===== config.mk =====
export PLATFORM = sky130hd
export DESIGN_NAME = tcrb_top
export DESIGN_NICKNAME = d
export VERILOG_FILES = /design/src/rtl/tcrb_pkg.sv /design/src/rtl/tcrb_top.sv
export SDC_FILE = /design/constraint.sdc
export NUM_CORES = 1
export LEC_CHECK = 0
export BUFFER_PORTS_ARGS = -buffer_cell sky130_fd_sc_hd__clkbuf_2
export CAP_MARGIN = 20
export CORE_MARGIN = 2
export CORE_UTILIZATION = 35
export DETAILED_ROUTE_END_ITERATION = 6
export GPL_TIMING_DRIVEN = 0
export PLACE_DENSITY = 0.61
export REMOVE_ABC_BUFFERS = 1
export SETUP_SLACK_MARGIN = 0.3
export SLEW_MARGIN = 20
export SYNTH_ARGS = -nofsm -noshare
export SYNTH_HDL_FRONTEND = slang
export SYNTH_SLANG_ARGS = --single-unit

===== constraint.sdc =====
create_clock -name ref_clk -period 2.7 [get_ports ref_clk]
set_input_delay 0.405 -clock ref_clk [delete_from_list [all_inputs] [get_ports ref_clk]]
set_output_delay 0.405 -clock ref_clk [all_outputs]
set_load 0.02 [all_outputs]

===== src/rtl/tcrb_pkg.sv =====
package tcrb_pkg;
  localparam logic [7:0] ADDR_IRQ_EN = 8'hA8;
  localparam logic [7:0] ADDR_IRQ_PRI = 8'hB8;
  localparam logic [7:0] ADDR_CTRL = 8'hC8;
  localparam logic [7:0] ADDR_RLD_LO = 8'hCA;
  localparam logic [7:0] ADDR_RLD_HI = 8'hCB;
  localparam logic [7:0] ADDR_CNT_LO = 8'hCC;
  localparam logic [7:0] ADDR_CNT_HI = 8'hCD;
  localparam int BIT_GLOBAL_EN = 7;
  localparam int BIT_T2_EN = 5;
  localparam int BIT_T2_PRI = 5;
  localparam logic [7:0] CTRL_RESET = 8'h00;
  localparam logic [15:0] CNT_MAX = 16'hFFFF;
  localparam logic [15:0] CNT_RESET = 16'h0000;
  localparam logic [7:0] IRQ_VECTOR = 8'h2B;
  localparam logic [7:0] RD_ZERO = 8'h00;

  typedef struct packed {
    logic overflowFlag;
    logic extEdgeFlag;
    logic rxBaudSelect;
    logic txBaudSelect;
    logic triggerEnable;
    logic runControl;
    logic counterSelect;
    logic captureReloadSelect;
  } tcrb_ctrl_t;

  typedef struct packed {
    logic [7:0] addr;
    logic [7:0] wrData;
    logic wrEn;
    logic rdEn;
  } tcrb_sfr_req_t;

  typedef struct packed {
    tcrb_ctrl_t ctrl;
    logic [15:0] reload;
    logic [15:0] count;
    logic globalIrqEnable;
    logic timerTwoIrqEnable;
    logic timerTwoPriority;
    logic [2:0] extCountSync;
    logic [2:0] triggerSync;
    logic [7:0] tickCnt;
    logic [7:0] rdData;
    logic irqReq;
    logic irqHigh;
    logic rxBaudTick;
    logic txBaudTick;
  } tcrb_state_t;
endpackage


===== src/rtl/tcrb_top.sv =====
`timescale 1ns/1ps
// Summary of operation
// - counter select 1 counts external pin falling edges, 0 counts internal ticks
// - auto-reload mode sets overflow flag on every overflow
// - reload copies the 16-bit reload/capture value into the count bytes
// - trigger edge with enable reloads in auto-reload mode while running, besides overflow reload
// - capture mode wraps freely on overflow and sets overflow flag
// - capture mode trigger edge while running copies count into reload/capture registers
// - trigger enable 0 ignores trigger edges entirely
// - either baud select bit with run makes block the baud generator
// - baud mode ignores capture select and reloads on every overflow
// - receive baud select picks this overflow or timer1 overflow for receiver
// - transmit baud select picks this overflow or timer1 overflow for transmitter
// - overflow flag never set by overflow while a baud select bit is 1
// - enabled trigger falling edge sets external-edge flag, software clears it
// - enabled trigger edge requests interrupt through the external-edge flag
// - both flags share vector 2B priority 6; edge flag leaves overflow flag
// - interrupt reaches processor only with own enable and global enable
// - software writes set or clear both flags like hardware
// - control bits 7..0 as listed, reset value zero
// - uart modes 1 and 3 take bit rate from selected overflow source
module tcrb_top
  import tcrb_pkg::*;
#(
  parameter int TICK_DIV = 1
) (
  input wire logic ref_clk,
  input wire logic reset,
  input wire tcrb_sfr_req_t sfrReq,
  input wire logic extCountPin,
  input wire logic triggerPin,
  input wire logic timer1Overflow,
  output logic [7:0] sfrRdData,
  output logic irqReq,
  output logic irqHighPriority,
  output logic rxBaudTick,
  output logic txBaudTick
);
  localparam logic [7:0] TICK_LAST = 8'(TICK_DIV - 1);

  tcrb_state_t st_r;
  tcrb_state_t st_nxt;

  logic machineTick;
  logic extFall;
  logic trigFall;
  logic baudMode;
  logic advance;
  logic overflow;
  logic trigEvent;
  logic reloadEvent;
  logic captureEvent;
  logic wrCtrl;
  logic wrCntLo;
  logic wrCntHi;
  logic wrRldLo;
  logic wrRldHi;
  logic [15:0] cntInc;

  assign machineTick = (st_r.tickCnt == TICK_LAST);
  // only the second and third stages feed the edge detect
  assign extFall = st_r.extCountSync[2] & ~st_r.extCountSync[1];
  assign trigFall = st_r.triggerSync[2] & ~st_r.triggerSync[1];
  assign baudMode = st_r.ctrl.rxBaudSelect | st_r.ctrl.txBaudSelect;
  assign advance = st_r.ctrl.runControl &
                   (st_r.ctrl.counterSelect ? extFall : machineTick);
  assign overflow = advance & (st_r.count == CNT_MAX);
  assign trigEvent = trigFall & st_r.ctrl.triggerEnable;
  assign reloadEvent = st_r.ctrl.runControl & ~baudMode & ~st_r.ctrl.captureReloadSelect &
                       trigEvent;
  assign captureEvent = st_r.ctrl.runControl & ~baudMode & st_r.ctrl.captureReloadSelect &
                        trigEvent;
  assign wrCtrl = sfrReq.wrEn & (sfrReq.addr == ADDR_CTRL);
  assign wrCntLo = sfrReq.wrEn & (sfrReq.addr == ADDR_CNT_LO);
  assign wrCntHi = sfrReq.wrEn & (sfrReq.addr == ADDR_CNT_HI);
  assign wrRldLo = sfrReq.wrEn & (sfrReq.addr == ADDR_RLD_LO);
  assign wrRldHi = sfrReq.wrEn & (sfrReq.addr == ADDR_RLD_HI);
  assign cntInc = st_r.count + 16'h0001;

  always_comb begin
    st_nxt = st_r;
    st_nxt.extCountSync = {st_r.extCountSync[1:0], extCountPin};
    st_nxt.triggerSync = {st_r.triggerSync[1:0], triggerPin};
    st_nxt.tickCnt = machineTick ? 8'h00 : st_r.tickCnt + 8'h01;

    // counter: overflow reloads unless capture mode outside baud operation
    if (overflow && (baudMode || !st_r.ctrl.captureReloadSelect)) begin
      st_nxt.count = st_r.reload;
    end else if (reloadEvent) begin
      st_nxt.count = st_r.reload;
    end else if (advance) begin
      st_nxt.count = cntInc;
    end
    // software write beats the hardware update of the same byte
    if (wrCntLo) begin
      st_nxt.count[7:0] = sfrReq.wrData;
    end
    if (wrCntHi) begin
      st_nxt.count[15:8] = sfrReq.wrData;
    end

    if (captureEvent) begin
      st_nxt.reload = st_r.count;
    end
    if (wrRldLo) begin
      st_nxt.reload[7:0] = sfrReq.wrData;
    end
    if (wrRldHi) begin
      st_nxt.reload[15:8] = sfrReq.wrData;
    end

    if (wrCtrl) begin
      st_nxt.ctrl = tcrb_ctrl_t'(sfrReq.wrData);
    end
    // hardware set wins over a clearing write in the same cycle
    if (overflow && !baudMode) begin
      st_nxt.ctrl.overflowFlag = 1'b1;
    end
    if (trigEvent) begin
      st_nxt.ctrl.extEdgeFlag = 1'b1;
    end

    if (sfrReq.wrEn && sfrReq.addr == ADDR_IRQ_EN) begin
      st_nxt.globalIrqEnable = sfrReq.wrData[BIT_GLOBAL_EN];
      st_nxt.timerTwoIrqEnable = sfrReq.wrData[BIT_T2_EN];
    end
    if (sfrReq.wrEn && sfrReq.addr == ADDR_IRQ_PRI) begin
      st_nxt.timerTwoPriority = sfrReq.wrData[BIT_T2_PRI];
    end

    st_nxt.irqReq = st_r.globalIrqEnable & st_r.timerTwoIrqEnable &
                    (st_r.ctrl.overflowFlag | st_r.ctrl.extEdgeFlag);
    st_nxt.irqHigh = st_r.timerTwoPriority;
    st_nxt.rxBaudTick = st_r.ctrl.rxBaudSelect ? overflow : timer1Overflow;
    st_nxt.txBaudTick = st_r.ctrl.txBaudSelect ? overflow : timer1Overflow;

    st_nxt.rdData = RD_ZERO;
    if (sfrReq.rdEn) begin
      unique case (sfrReq.addr)
        ADDR_CTRL: st_nxt.rdData = st_r.ctrl;
        ADDR_RLD_LO: st_nxt.rdData = st_r.reload[7:0];
        ADDR_RLD_HI: st_nxt.rdData = st_r.reload[15:8];
        ADDR_CNT_LO: st_nxt.rdData = st_r.count[7:0];
        ADDR_CNT_HI: st_nxt.rdData = st_r.count[15:8];
        ADDR_IRQ_EN: begin
          st_nxt.rdData[BIT_GLOBAL_EN] = st_r.globalIrqEnable;
          st_nxt.rdData[BIT_T2_EN] = st_r.timerTwoIrqEnable;
        end
        ADDR_IRQ_PRI: st_nxt.rdData[BIT_T2_PRI] = st_r.timerTwoPriority;
        default: st_nxt.rdData = RD_ZERO;
      endcase
    end
  end

  always_ff @(posedge ref_clk) begin
    if (reset) begin
      st_r <= '0;
      st_r.ctrl <= tcrb_ctrl_t'(CTRL_RESET);
      st_r.count <= CNT_RESET;
      st_r.reload <= CNT_RESET;
      // pins idle high so no false edge right after reset
      st_r.extCountSync <= 3'h7;
      st_r.triggerSync <= 3'h7;
    end else begin
      st_r <= st_nxt;
    end
  end

  assign sfrRdData = st_r.rdData;
  assign irqReq = st_r.irqReq;
  assign irqHighPriority = st_r.irqHigh;
  assign rxBaudTick = st_r.rxBaudTick;
  assign txBaudTick = st_r.txBaudTick;
endmodule


After elaboration in Yosys (flattened, before gate mapping)
Index checks and enable logic that the tools add are counted.
{"block": "totals", "mem_bits_rw": 0, "input_bits": 23, "wordCells": 91, "memories": 0, "rom_bits": 0, "reg_bits": 69, "latch_bits": 0}
{"block": "op_classes", "multipliers": 0, "addsub": 2, "magnitude_cmp": 0, "n_div": 0, "bitwise_logic": 24, "n_mux": 18, "n_eq_ne": 8, "n_reduce_logical": 16, "n_shift": 0}
{"operator": "16-bit two-way mux", "n": 4}
{"operator": "8-bit == test (second input constant)", "n": 7}
{"operator": "8-bit two-way mux", "n": 5}
{"operator": "5-bit one-hot mux with 5 select lines", "n": 1}
{"operator": "1-bit AND", "n": 17}
{"operator": "16-bit by 1-bit adder with 16-bit output (second input constant)", "n": 1}
{"operator": "16-bit == test (second input constant)", "n": 1}
{"operator": "8-bit by 1-bit adder with 8-bit output (second input constant)", "n": 1}
{"operator": "8-bit zero test", "n": 1}
{"operator": "2-bit nonzero test", "n": 4}
{"operator": "4-bit nonzero test", "n": 2}
{"operator": "1-bit one-hot mux with 7 select lines", "n": 1}
{"operator": "1-bit one-hot mux with 6 select lines", "n": 1}
{"operator": "1-bit two-way mux", "n": 5}
{"operator": "1-bit inverter", "n": 5}
{"operator": "1-bit one-hot mux with 5 select lines", "n": 1}
{"operator": "1-bit logical AND", "n": 4}
{"operator": "2-bit OR reduction", "n": 2}
{"operator": "1-bit zero test", "n": 2}
{"operator": "1-bit OR", "n": 2}
{"operator": "1-bit logical OR", "n": 1}

Longest topological paths before layout
{"block": "depth", "depth_word": 8, "mapped_depth": 7}

Worst setup path after synthesis
OpenSTA, ideal clock, no wires.
{"block": "synth_timing", "kind": "register -> register", "startpoint": "reg st_r[29] in the netlist's numbering", "endpoint": "reg st_r[31] in the netlist's numbering", "path_stages_with_launch": 7, "n_path_buf": 0, "t_arrival_ps": 1982, "synth_period_minus_slack_ps": 2086, "t_required_ps": 2597, "setup_ps": 103, "path_slack_ps": 614, "cell_sequence": "dfxtp_1 -> ha_1 -> nand3_2 -> nor4_4 -> a31oi_2 -> mux2i_1 -> a2111oi_2"}
{"block": "synth_via", "elab_chain_len": 5, "word_cells_on_any_way": 9, "classes_between": "add/sub (1); eq/ne (1); mux (4); bitwise (1); reduce/logical (2)"}
{"element": "start, declared", "line_no": "tcrb_top.sv:41", "source": "tcrb_state_t st_r;"}
{"element": "start signal, assigned", "line_no": "tcrb_top.sv:165", "source": "st_r <= st_nxt;"}
{"element": "16-bit by 1-bit adder with 16-bit output / 16-bit == test (equally long branches)", "line_no": "tcrb_top.sv:78, tcrb_top.sv:67"}
{"element": "16-bit two-way mux / 1-bit AND (equally long branches)", "line_no": "tcrb_top.sv:91, tcrb_top.sv:67"}
{"element": "16-bit two-way mux / 1-bit logical AND (equally long branches)", "line_no": "tcrb_top.sv:89, tcrb_top.sv:87"}
{"element": "16-bit two-way mux", "line_no": "tcrb_top.sv:87", "source": "if (overflow && (baudMode || !st_r.ctrl.captureReloadSelect)) begin"}
{"element": "8-bit two-way mux", "line_no": "tcrb_top.sv:95", "source": "if (wrCntLo) begin"}
Parallel ways exist; a longest one is shown, timed or not. The select of a mux whose other input is x is not followed.
A chain may end at the register's enable or synchronous reset.

Worst setup path after layout
{"block": "layout_timing", "startpoint": "reg st_r[30] in the netlist's numbering", "endpoint": "reg st_r[43] in the netlist's numbering"}
{"block": "layout_via", "elab_chain_len": 5, "word_cells_on_any_way": 9, "classes_between": "add/sub (1); eq/ne (1); mux (4); bitwise (1); reduce/logical (2)"}
{"element": "16-bit by 1-bit adder with 16-bit output / 16-bit == test (equally long branches)", "line_no": "tcrb_top.sv:78, tcrb_top.sv:67"}
{"element": "16-bit two-way mux / 1-bit AND (equally long branches)", "line_no": "tcrb_top.sv:91, tcrb_top.sv:67"}
{"element": "16-bit two-way mux / 1-bit logical AND (equally long branches)", "line_no": "tcrb_top.sv:89, tcrb_top.sv:87"}
{"element": "16-bit two-way mux", "line_no": "tcrb_top.sv:87"}
{"element": "8-bit two-way mux", "line_no": "tcrb_top.sv:98", "source": "if (wrCntHi) begin"}
Parallel ways exist; a longest one is shown, timed or not. The select of a mux whose other input is x is not followed.

==> impl_metrics.ini <==
[yosys]
post_synth.cell_area_avg_um2 = 9.07
synth_enable_flop_cells = 0
yosysMostFrequentCell = sky130_fd_sc_hd__dfxtp_1
sequential_area_share_after_synthesis_pct = 36.4
yosysWarningCount = 0
number_of_distinct_library_cells_after_synthesis = 70
register_bit_count_reported_by_yosys = 69
synth.largest_area_cell = sky130_fd_sc_hd__dfxtp_1
synth_commonest_cells = 69 x sky130_fd_sc_hd__dfxtp_1, 59 x sky130_fd_sc_hd__nor2_1, 33 x sky130_fd_sc_hd__mux2i_1
top_cells_by_area_in_the_synthesized_netlist = sky130_fd_sc_hd__dfxtp_1 36%, sky130_fd_sc_hd__mux2i_1 8.7%, sky130_fd_sc_hd__nor2_1 5.8%
yosysTopAreaCellShare_pct = 36.4
async_flop_share_pct = 0
primary_flip_flop_cell_chosen_by_synthesis_mapping = sky130_fd_sc_hd__dfxtp_1
synthesis.area_um2 = 3790
syn_inst = 418

[flow_run]
drv_cap = 0

[power_and_ir_drop]
worst_vdd_ir_mv = 0.186
total_power_density_per_cell_area_nw_per_um2 = 445
total_leakage_power_nw = 1.59

[critical_path]
setup.worst_path.start_class = flop
cp.required_ps = 2960
worst_r2r_startpoint = st_r[30]
crit_arrival_ps = 2570
crit_type = flop to flop
path_max_fanout = 11
worst_setup_end_kind = flop
setup.worst_path.start = st_r[30]

[clocking]
cts_root_buffer = sky130_fd_sc_hd__clkbuf_8
htreeDepth = 3
worst_skew_pair.late_latency_ps = 360
total_cts_buffers = 9
cts_tree = built
path_clk_slew_ps = 70
cts.path.max_buffers = 2
clock-sinks = 69

[floorplan]
initial_utilization_pct = 36.4
floorplan.die_area_um2 = 11700
core.rowCount = 37
core_area_um2 = 10400
die_height_um = 108
dieWidth_um = 108
ioPinCount = 35

[sta]
finClkSkew_ps = 6.43
maxClockFrequency_ghz = 0.432
finalSetupViolations = 0
slew-limit-headroom_pct = 43.8
layout_setup_ws_ps = 385
fin_hold_ws_ps = 224
timing.final.hold_violations = 0
timing_worst_slew_pin_value_ps = 836
setup_total_negative_slack_ps = 0
slew_violations = 0
time_the_worst_path_needs_with_i_o_delays_and_setup_ps = 2310
timing.final.crit_share_pct = 85.7
grt_setup_unrepaired = yes

[detailed_routing]
detailedRoute.firstPassIterationCount = 5
vias = 3343
wirelength_mm = 10.4
vias_per_cell = 5.84
drt_iter0_markers = 244
routedWlPerCell_um = 18.2
route.antenna.remaining_nets = 0
drt_drc_violations_left = 0

[layout]
area_growth_pct = 9.83
final_area_um2 = 4160
post_route_cells_drive_above_1_share_pct = 20.0
antenna_cells_inserted = 0
number_of_nets_in_the_final_layout = 458

[min_path]
timing.hold.worst.class = input port to flop
hold_start = triggerPin

[global_route]
wire_length_of_the_first_global_routing_pass_mm = 16.6
largest_net_degree_at_the_start_of_global_routing = 56
global_route.overflow_total = 0
grt_antenna_before_repair = 0
gr-usage-all-layers_pct = 18.6
vias_in_the_first_global_route = 3111

[placed_design]
numPortBuffers = 34
dpl_worst_slack_ps = -23.9
detailed_place_hpwl_mm = 6.97
placed_cell_area_um2 = 3970
gpl.final_weighted_congestion = 0.939

[run_status]
outcome = finished, final reports clean
-- metal layers --
metal / vias to the layer above / share of wire (%) / track usage, %
li1: 1578 / - / -
met1: 1614 / 46 / 24.9
met2: 125 / 45 / 28.8
met3: 26 / 6.5 / 3.38
met4: 0 / 3.3 / 9.16
met5: - / 0 / 0
-- path summary, 6_finish.rpt --
check,end,slack (ps),cells after the start
max,st_r[43],390,7
min,st_nxt[21],220,2
max reg2reg,st_r[43],390,7
min reg2reg,st_nxt[25],410,1
-- metrics by stage --
step	power, mW	instances	utilization [%]
finish	1.85	572	40.0
global route	1.93	572	40.0
CTS	1.87	570	39.6
detailed placement	1.14	555	38.1
global placement	1.14	554	37.9
floorplan	1.09	384	-
-- kinds of logic (layout without fill, tap and decap cells) --
group / Yosys count / count (layout) / share of synthesized area [%]
simple gates: 160 / 160 / 23.0
buf+inv: 43 / 61 / 5.84
flops: 69 / 69 / 36.4
xor+xnor: 14 / 14 / 3.23
mux: 33 / 33 / 8.71
compound gates: 96 / 96 / 21.8
fa+ha+maj: 3 / 3 / 0.990
-- power by group --
part           total (mW)  internal, mW  switching [mW]
registers            1.03          1.03         0.00606
clock network       0.731         0.351           0.380
logic              0.0886        0.0306          0.0580
-- sequential cells by signal, indices dropped and copies added (netlist names) --
signal and cells:
st_nxt 5, sfrRdData 8, irqReq 1, irqHighPriority 1, rxBaudTick 1, st_r 52, txBaudTick 1
-- cells in the final DEF (no fill, tap or decap), types with 3 or more instances in the layout --
cell / Yosys / routed
sky130_fd_sc_hd__and3_1: 4 / 4
sky130_fd_sc_hd__nand4_1: 6 / 6
sky130_fd_sc_hd__o32a_1: 3 / 3
sky130_fd_sc_hd__a211oi_2: 4 / 4
sky130_fd_sc_hd__xor2_1: 7 / 7
sky130_fd_sc_hd__a21oi_1: 13 / 13
sky130_fd_sc_hd__ha_1: 3 / 3
sky130_fd_sc_hd__nand2b_1: 3 / 3
sky130_fd_sc_hd__or2_2: 7 / 7
sky130_fd_sc_hd__xnor2_1: 7 / 7
sky130_fd_sc_hd__a211oi_1: 22 / 22
sky130_fd_sc_hd__a22oi_1: 10 / 10
sky130_fd_sc_hd__clkbuf_1: 12 / 3
sky130_fd_sc_hd__nor3_1: 8 / 7
sky130_fd_sc_hd__nor4_4: 3 / 3
sky130_fd_sc_hd__a31oi_1: 5 / 5
sky130_fd_sc_hd__mux2i_1: 33 / 33
sky130_fd_sc_hd__dfxtp_1: 69 / 68
sky130_fd_sc_hd__clkbuf_2: 0 / 33
sky130_fd_sc_hd__nor4_1: 3 / 3
sky130_fd_sc_hd__a222oi_1: 6 / 6
sky130_fd_sc_hd__nand2_1: 26 / 26
sky130_fd_sc_hd__a221oi_2: 3 / 3
sky130_fd_sc_hd__inv_1: 9 / 9
sky130_fd_sc_hd__nor2_1: 59 / 59
sky130_fd_sc_hd__nand3_1: 13 / 13
sky130_fd_sc_hd__a221oi_1: 5 / 5
sky130_fd_sc_hd__clkbuf_8: 0 / 10
-- layout make-up --
cell class	instances	area, µm²
clock inverter	2	10.0
timing repair buffer	37	203
sequential	69	1380
tap	136	170
clock buffer	13	149
fill	1038	6250
inverter	9	33.8
multi-input combinational	306	2220
-- what timing repair did --
action | 4_1_cts | 5_1_grt
hold buffers | 0 | 0
pin swaps | 1 | 1
endpoints found under the setup margin | 1 | 15
resized for setup | 0 | 5
setup buffers | 0 | 2
-- worst max-delay path: stages (launching register included) --
cell                        delay (ps)
sky130_fd_sc_hd__dfxtp_1           470
sky130_fd_sc_hd__ha_1              270
sky130_fd_sc_hd__nand3_2           220
sky130_fd_sc_hd__nor4_4            410
sky130_fd_sc_hd__buf_4             200
sky130_fd_sc_hd__a31o_4            280
sky130_fd_sc_hd__a221oi_2          110
sky130_fd_sc_hd__a2111oi_2         270
(Power assumes the default switching activity.)
